File: config.mk
export PLATFORM = sky130hd
export DESIGN_NAME = default_start_watchdog
export DESIGN_NICKNAME = d
export VERILOG_FILES = /design/src/verilog/wdt_pkg.sv /design/src/verilog/default_start_watchdog.sv
export SDC_FILE = /design/constraint.sdc
export NUM_CORES = 1
export LEC_CHECK = 0
export BUFFER_PORTS_ARGS = -buffer_cell sky130_fd_sc_hd__buf_2
export CAP_MARGIN = 20
export CORE_MARGIN = 3
export CORE_UTILIZATION = 47
export CTS_CLUSTER_DIAMETER = 40
export DETAILED_ROUTE_END_ITERATION = 6
export PLACE_DENSITY_LB_ADDON = 0.05
export RECOVER_POWER = 100
export SYNTH_ARGS = -nofsm -noshare
export SYNTH_HDL_FRONTEND = slang
export SYNTH_SLANG_ARGS = --single-unit
File: constraint.sdc
create_clock -name ref_clk_i -period 10.08 [get_ports ref_clk_i]
set_input_delay 2.016 -clock ref_clk_i [delete_from_list [all_inputs] [get_ports ref_clk_i]]
set_output_delay 2.016 -clock ref_clk_i [all_outputs]
set_load 0.1 [all_outputs]
File: src/verilog/wdt_pkg.sv
//==============================================================
// watchdog constants
//==============================================================
package wdt_pkg;
   localparam logic [31:0] MODE_ADDR = 32'hFFFFF6D0;
   localparam logic [31:0] KEY_ADDR = 32'hFFFFF6D1;
   localparam logic [7:0] MODE_RESET = 8'h67;
   localparam logic [7:0] KEY_RESET = 8'h9A;
   localparam logic [7:0] KEY_SERVICE = 8'hAC;
   localparam logic [4:0] SEL_STOP = 5'h1F;
   localparam int MODE_HI_POS = 6;
   localparam int MODE_LO_POS = 5;
   localparam int SEL_MSB = 4;
   localparam int OSC_EXP_BASE = 12;
   localparam int MAIN_EXP_BASE = 16;
   localparam int CNT_W = 23;
endpackage

File: src/verilog/default_start_watchdog.sv
`timescale 1ns/1ps
module default_start_watchdog
   import wdt_pkg::*;
(
   input wire logic ref_clk_i,
   input wire logic rst_i,
   input wire logic [31:0] bus_addr_i,
   input wire logic bus_wr_i,
   input wire logic bus_rd_i,
   input wire logic bus_bit_op_i,
   input wire logic [7:0] bus_wdata_i,
   output logic [7:0] bus_rdata_o,
   input wire logic osc_clk_i,
   input wire logic lock_option_bit_i,
   input wire logic osc_stab_i,
   output logic overflow_reset_request_o,
   output logic overflow_nmi_request_o,
   output logic cpu_clk_to_osc_o
);

   //===========================================================
   // helpers
   //===========================================================
   // terminal count 2^exp - 1 for an exponent 12..23
   // one spare bit keeps 2^23 representable before the subtraction
   function automatic logic [CNT_W-1:0] term_count(input int exp_val);
      logic [CNT_W:0] full;
      full = '0;
      full[exp_val] = 1'b1;
      full = full - 1'b1;
      return full[CNT_W-1:0];
   endfunction

   //===========================================================
   // synchronisers for pins
   //===========================================================
   logic osc_s1_reg, osc_s2_reg, osc_s3_reg;
   logic lock_s1_reg, lock_s2_reg;
   logic stab_s1_reg, stab_s2_reg;

   // two flops per pin, third flop only for the oscillator edge
   always_ff @(posedge ref_clk_i) begin
      osc_s1_reg <= osc_clk_i;
      osc_s2_reg <= osc_s1_reg;
      osc_s3_reg <= osc_s2_reg;
      lock_s1_reg <= lock_option_bit_i;
      lock_s2_reg <= lock_s1_reg;
      stab_s1_reg <= osc_stab_i;
      stab_s2_reg <= stab_s1_reg;
   end

   //===========================================================
   // effective configuration
   //===========================================================
   logic [7:0] mode_reg, mode_next;
   logic written_reg, written_next;
   logic [CNT_W-1:0] cnt_reg, cnt_next;
   logic [7:0] rdata_reg, rdata_next;
   logic rst_req_reg, rst_req_next;
   logic nmi_req_reg, nmi_req_next;
   logic osc_sw_reg, osc_sw_next;
   logic eff_run, eff_osc, eff_rst, eff_nmi;
   logic [2:0] eff_sel;
   logic tick, ovf_count, force_ovf, ovf;
   logic mode_wr, key_wr, key_good;
   logic [CNT_W-1:0] limit;

   // decode mode, select and lock option into what the counter uses
   always_comb begin
      eff_sel = mode_reg[2:0];
      if (lock_s2_reg) begin
         eff_run = 1'b1;
         eff_osc = 1'b1;
         eff_rst = 1'b1;
         eff_nmi = 1'b0;
      end else begin
         eff_run = (mode_reg[SEL_MSB] == 1'b0) && (mode_reg[6:5] != 2'b00);
         eff_osc = ~mode_reg[3];
         eff_rst = mode_reg[MODE_HI_POS];
         eff_nmi = ~mode_reg[MODE_HI_POS] & mode_reg[MODE_LO_POS];
      end
      limit = term_count((eff_osc ? OSC_EXP_BASE : MAIN_EXP_BASE) + int'(eff_sel));
      tick = eff_run && (eff_osc ? (osc_s2_reg & ~osc_s3_reg) : 1'b1);
      ovf_count = tick && (cnt_reg == limit);
   end

   // bus decode of the two registers
   always_comb begin
      mode_wr = bus_wr_i && (bus_addr_i == MODE_ADDR) && !bus_bit_op_i;
      key_wr = bus_wr_i && (bus_addr_i == KEY_ADDR);
      key_good = key_wr && !bus_bit_op_i && (bus_wdata_i == KEY_SERVICE);
      force_ovf = (mode_wr && written_reg)
         || (key_wr && !key_good);
      ovf = ovf_count || force_ovf;
   end

   //===========================================================
   // registers, counter and requests
   //===========================================================
   // next state of mode register, counter, read data and requests
   always_comb begin
      mode_next = mode_reg;
      written_next = written_reg;
      cnt_next = cnt_reg;
      rdata_next = rdata_reg;
      if (mode_wr && !written_reg) begin
         mode_next = {1'b0, bus_wdata_i[6:0]};
         written_next = 1'b1;
      end
      if (ovf || key_good || (mode_wr && !written_reg)) begin
         cnt_next = '0;
      end else if (tick) begin
         cnt_next = cnt_reg + 1'b1;
      end
      if (bus_rd_i && bus_addr_i == MODE_ADDR) begin
         rdata_next = mode_reg;
      end else if (bus_rd_i && bus_addr_i == KEY_ADDR) begin
         rdata_next = KEY_RESET;
      end else if (bus_rd_i) begin
         rdata_next = 8'h00;
      end
      rst_req_next = ovf && eff_rst && !stab_s2_reg;
      nmi_req_next = ovf && eff_nmi;
      osc_sw_next = ovf && eff_rst && stab_s2_reg;
   end

   // register stage with synchronous reset
   always_ff @(posedge ref_clk_i) begin
      if (rst_i) begin
         mode_reg <= MODE_RESET;
         written_reg <= 1'b0;
         cnt_reg <= '0;
         rdata_reg <= 8'h00;
         rst_req_reg <= 1'b0;
         nmi_req_reg <= 1'b0;
         osc_sw_reg <= 1'b0;
      end else begin
         mode_reg <= mode_next;
         written_reg <= written_next;
         cnt_reg <= cnt_next;
         rdata_reg <= rdata_next;
         rst_req_reg <= rst_req_next;
         nmi_req_reg <= nmi_req_next;
         osc_sw_reg <= osc_sw_next;
      end
   end

   // outputs straight from flops
   assign bus_rdata_o = rdata_reg;
   assign overflow_reset_request_o = rst_req_reg;
   assign overflow_nmi_request_o = nmi_req_reg;
   assign cpu_clk_to_osc_o = osc_sw_reg;
endmodule

==> results.toml, run 1 <==
[logic_synthesis]
synth_top_area_share_pct = 27.63
synth_edf_count = 0
ys_seq_area_share_pct = 27.63
yosysWarnings = 0
synth_fp_nets = 511
yosys-top-cells-area = "dfxtp_1 (28%), xnor2_1 (6.4%), nand2_1 (5.1%)"
synth_top_area_cell = "dfxtp_1"
synth_commonest_cells = "dfxtp_1 (49), nand2_1 (48), nor2_1 (44)"
synth-seq-cells = 49
async_flop_share_pct = 0
ys.flop_type = "dfxtp_1"
yosysMostFrequentCell = "dfxtp_1"
synthCells = 458
syn-mean-instance-area_um2 = 7.753
synth_cell_types = 67
netlist_area_um2 = 3551

[sta]
fmax_mhz = 167.0
fin_worst_skew_ns = 0.009318
drv_slew = 0
relSlewSlack_pct = 12.73
tns_ns = 0
finalSetupViolations = 0
fin_crit_ns = 5.989
rsz0062_at_grt = "false"
hold_viol = 0
setup_ws_ns = 4.091
worst_pin_slew_ns = 1.297
finalCritPeriodShare_pct = 59.41

[critical_path]
crit_path_start_kind = "flop"
crit_fanout = 29
worst-setup-path-type = "flop to flop"
cp.arrival_ns = 6.16
endpoint_kind = "flop"
required_ns = 10.25

[route]
antenna_left = 0
wl_per_cell_um = 16.12
drt_iter0_drc = 218
viasPerCell = 5.860
vias = 3481
drc_errors = 0
totalWireLength_mm = 9.574
drt_first_pass_iters = 5

[power_and_ir_drop]
p_per_area_nw_per_um2 = 87.66
p_int_w = 0.0002579
combinationalPowerShare_pct = 6.1
p_seq_share_pct = 57.4
p_sw_share_pct = 24.78
leakage_nw = 1.411
power_frac_clock_pct = 36.5
ir_worst_vdd_v = 0.00004790
power.total_w = 0.0003429
power_switching_w = 0.00008498

[final_layout]
utilization_pct = 53.64
nNetsFinal = 547
seqCellArea_um2 = 980.9
largest_reg_flops = 23
finalNonFillerCells = 594
drive_gt1_share_pct = 13.33
num_antenna_cells = 0
syn_to_final_growth_pct = 10.15
nFillCells = 768
multiInputGateArea_um2 = 2364

[cts]
cts_hold_buf = 0
clock_path_buffers = 2
cts.clk_slew.worst_paths_ns = 0.10
cts_root_buf = "clkbuf_8"
cts_buffers = 5
cts_tree = "built"
cts_resized = 0
clk_latency_ns = 0.31
cts.sinks = 49
post_cts_buffers = 0
htreeDepth = 2

[placement]
placed_cells = 585
pre_cts_ws_ns = 5.322
gp_congestion = 0.9336
portBuffers = 58
hpwl_mm = 7.223

[global_route]
grt_pass1_vias = 3302
grt_pass1_wl_mm = 16.01
grt_usage_pct = 22.99
overflow = 0
grt_start_max_net_pins = 32
antenna_found_initial = 0

[floorplanning]
fp.dieW_um = 92.92
core_area_um2 = 7292
start_util_pct = 48.70
dieArea_um2 = 8634
placementRows = 31
die_y_um = 92.92
ios = 59

[run]
cap_violations = 0

[status]
status = "finished, final reports clean"

[min_path]
hold_class = "flop to flop"
==> worst max-delay path, stage by stage, from the launching register on <==
cell	delay, ns
dfxtp_1	0.42
nand2b_1	0.18
ha_1	0.15
clkbuf_1	0.85
nor2b_1	0.53
nand3_1	0.15
ha_1	0.49
or4b_1	0.61
o41ai_1	0.26
a211oi_1	0.12
nor4_1	0.25
nand4_1	0.16
nor4_1	1.00
clkbuf_1	0.57
nor2_1	0.11
==> cells in the final DEF, fill, tap and decap left out, types with 5 or more instances in the layout <==
| cell | n |
|---|---|
| o211ai_1 | 5 |
| nor2_1 | 44 |
| clkbuf_8 | 5 |
| nand3_1 | 21 |
| mux2i_1 | 12 |
| nor3_1 | 5 |
| xnor2_1 | 26 |
| nor2b_1 | 16 |
| nand2b_1 | 18 |
| nand3b_1 | 5 |
| and2_1 | 7 |
| xor2_1 | 9 |
| inv_1 | 9 |
| clkbuf_1 | 15 |
| nand2_1 | 48 |
| dfxtp_1 | 49 |
| a21oi_1 | 19 |
| nand4_1 | 18 |
| ha_1 | 5 |
| nor4_1 | 6 |
| o21ai_0 | 8 |
| nand4b_1 | 6 |
| buf_2 | 45 |
| and3_1 | 7 |
| and4_1 | 5 |
==> cell type report <==
class	count	area share (%)
Inverter	9	0.8637
Sequential cell	49	25.08
Clock inverter	3	0.7358
Timing Repair Buffer	64	7.965
Tap cell	99	3.167
Clock buffer	5	1.759
Multi-Input combinational cell	365	60.43
==> through the flow <==
step / cell area, µm² / hold slack (ns)
6_report: 3911 / 0.3370
3_5_place_dp: 3852 / 0.3147
3_3_place_gp: 3852 / 0.3121
2_1_floorplan: 3551 / 0.3096
5_1_grt: 3911 / 0.3539
4_1_cts: 3950 / 0.3403
==> routing by layer <==
layer / wire length [µm] / part of all wire (%) / track usage [%] / up-vias
met3: 571 / 6.0 / 3.899 / 23
met1: 4068 / 42 / 29.09 / 1622
met4: 268 / 2.8 / 7.082 / 0
met2: 4666 / 49 / 39.71 / 120
li1: - / - / - / 1716
met5: 0 / 0 / 0 / -
==> power by group through the flow <==
stage	logic [W]	registers, W	clock network (W)
finish	0.0000209	0.000197	0.000125
CTS	0.0000211	0.000197	0.000132
detailed placement	0.0000210	0.000201	0
floorplan	0.00000784	0.000201	0
global route	0.0000234	0.000197	0.000137
global placement	0.0000206	0.000201	0
==> final timing paths <==
path	start	to	slack [ns]	cells past startpoint
max	lock_s2_reg	cnt_reg[22]	4.09	14
min	stab_s1_reg	stab_s2_reg	0.34	0
max reg2reg	lock_s2_reg	cnt_reg[22]	4.09	14
min reg2reg	stab_s1_reg	stab_s2_reg	0.34	0
==> cell families after synthesis <==
| kind of cell | share of synthesized area, % |
|---|---|
| buf+inv | 5.426 |
| fa+ha+maj | 1.762 |
| flops | 27.63 |
| xor+xnor | 8.633 |
| simple gates | 35.80 |
| compound gates | 17.06 |
| mux | 3.700 |
Note: power is estimated with default switching activity, not from simulation.
==> inputs of run 2 (changes only) <==
==> constraint.sdc (replaced) <==
create_clock -name ref_clk_i -period 5.43 [get_ports ref_clk_i]
set_input_delay 1.086 -clock ref_clk_i [delete_from_list [all_inputs] [get_ports ref_clk_i]]
set_output_delay 1.086 -clock ref_clk_i [all_outputs]
set_load 0.1 [all_outputs]
==> run 2 against run 1 <==
Compared with the run above: sequential power is 86% higher; critical path depth stayed put; utilization is 0.21 points higher; critical path type unchanged; critical endpoint is now cnt_reg[16].
==> results.toml, run 2 (synthesis results as in run 1) <==
[status]
status = "finished, final reports clean"

[critical_path]
crit_fanout = 29
cp_num_buf_inv = 2
rr_startpoint = "lock_s2_reg"
cp.arrival_ns = 4.79
reg2reg_slack_ns = 0.81
worst-setup-path-type = "flop to flop"
endpoint_kind = "flop"
worst_path_max_delay_cell = "or4b_1"
crit_path_start_kind = "flop"
path_cells = "nand2b_1 > ha_1 > buf_4 > nor2b_1 > nand4_1 > ha_1 > or4b_1 > o41ai_1 > a211oi_1 > nor4_1 > nand4_1 > nor4_1 > clkbuf_2 > nor2_1"
required_ns = 5.61
startpoint = "lock_s2_reg"
cpLargestDelayFamily = "simple AND/OR/NAND/NOR gates"
cp_slowest_stage_delay_ns = 0.63

[power_and_ir_drop]
power.total_w = 0.0006715
leakage_nw = 1.419
ir_worst_vdd_v = 0.0001045
p_per_area_nw_per_um2 = 171.0

[cts]
cts_hold_buf = 0
cts_tree = "built"
cts.clk_slew.worst_paths_ns = 0.09
htreeDepth = 2
post_cts_buffers = 0
cts_root_buf = "clkbuf_8"
clk_latency_ns = 0.31
cts.sinks = 49
cts_resized = 0
clock_path_buffers = 2
cts_buffers = 5

[floorplanning]
placementRows = 31
die_y_um = 92.92
dieArea_um2 = 8634
ios = 59
core_area_um2 = 7292
fp.dieW_um = 92.92
start_util_pct = 48.70

[final_layout]
final_common_cell = "dfxtp_1"
multiInputGateArea_um2 = 2364
nFillCells = 771
mostFrequentLayoutCells = "dfxtp_1 (49), nand2_1 (48), buf_2 (45)"
nNetsFinal = 546
syn_to_final_growth_pct = 10.57
drive_gt1_share_pct = 13.56
seqCellArea_um2 = 980.9
num_antenna_cells = 0
largest_reg_flops = 23

[placement]
hpwl_mm = 6.961
portBuffers = 58
gp_congestion = 0.9275
pre_cts_ws_ns = 1.128

[sta]
tns_ns = 0
setup_ws_ns = 0.8141
drv_slew = 0
hold_viol = 0
rsz0062_at_grt = "false"
relSlewSlack_pct = 21.42
fin_worst_skew_ns = 0.01306
fin_crit_ns = 4.616
worst_pin_slew_ns = 1.184
fmax_mhz = 216.6
finalCritPeriodShare_pct = 85.01
finalSetupViolations = 0

[global_route]
grt_start_max_net_pins = 31
grt_pass1_vias = 3270
overflow = 0
grt_pass1_wl_mm = 15.84
antenna_found_initial = 0
grt_usage_pct = 22.61

[min_path]
hold_start = "osc_s1_reg"
hold_class = "flop to flop"

[run]
cap_violations = 0

[route]
totalWireLength_mm = 9.401
drc_errors = 0
drt_iter0_drc = 287
wl_per_cell_um = 15.85
vias = 3421
antenna_left = 0
viasPerCell = 5.769
drt_first_pass_iters = 5
## run 2: through the flow
stage | utilization, % | cells | hold WS (ns) | area [µm²]
2_1_floorplan | - | 458 | 0.3096 | 3551
3_3_place_gp | 52.83 | 585 | 0.3106 | 3852
3_5_place_dp | 52.83 | 585 | 0.3147 | 3852
4_1_cts | 54.41 | 593 | 0.3386 | 3968
5_1_grt | 53.84 | 593 | 0.3507 | 3926
6_report | 53.84 | 593 | 0.3352 | 3926
## run 2: worst paths after layout
kind,end,cells after the start
max,cnt_reg[16],14
min,osc_s2_reg,0
max reg2reg,cnt_reg[16],14
min reg2reg,osc_s2_reg,0
## run 2: routing by layer
layer  GRT usage, %  wire (µm)
met5              0          0
met4          6.105        166
met3          3.331        461
met2          37.91       4473
met1          30.16       4299
## run 2: final cells by class
cell class | instances | area share [%]
Clock buffer | 5 | 1.753
Tap cell | 99 | 3.155
Inverter | 9 | 0.8604
Sequential cell | 49 | 24.98
Clock inverter | 3 | 1.179
Multi-Input combinational cell | 365 | 60.20
Timing Repair Buffer | 63 | 7.871
## run 2: report_power, final
part | switching [W] | internal [W] | total, W
Combinational | 0.0000192 | 0.0000193 | 0.0000385
Clock | 0.000130 | 0.000138 | 0.000268
Sequential | 0.00000273 | 0.000363 | 0.000366
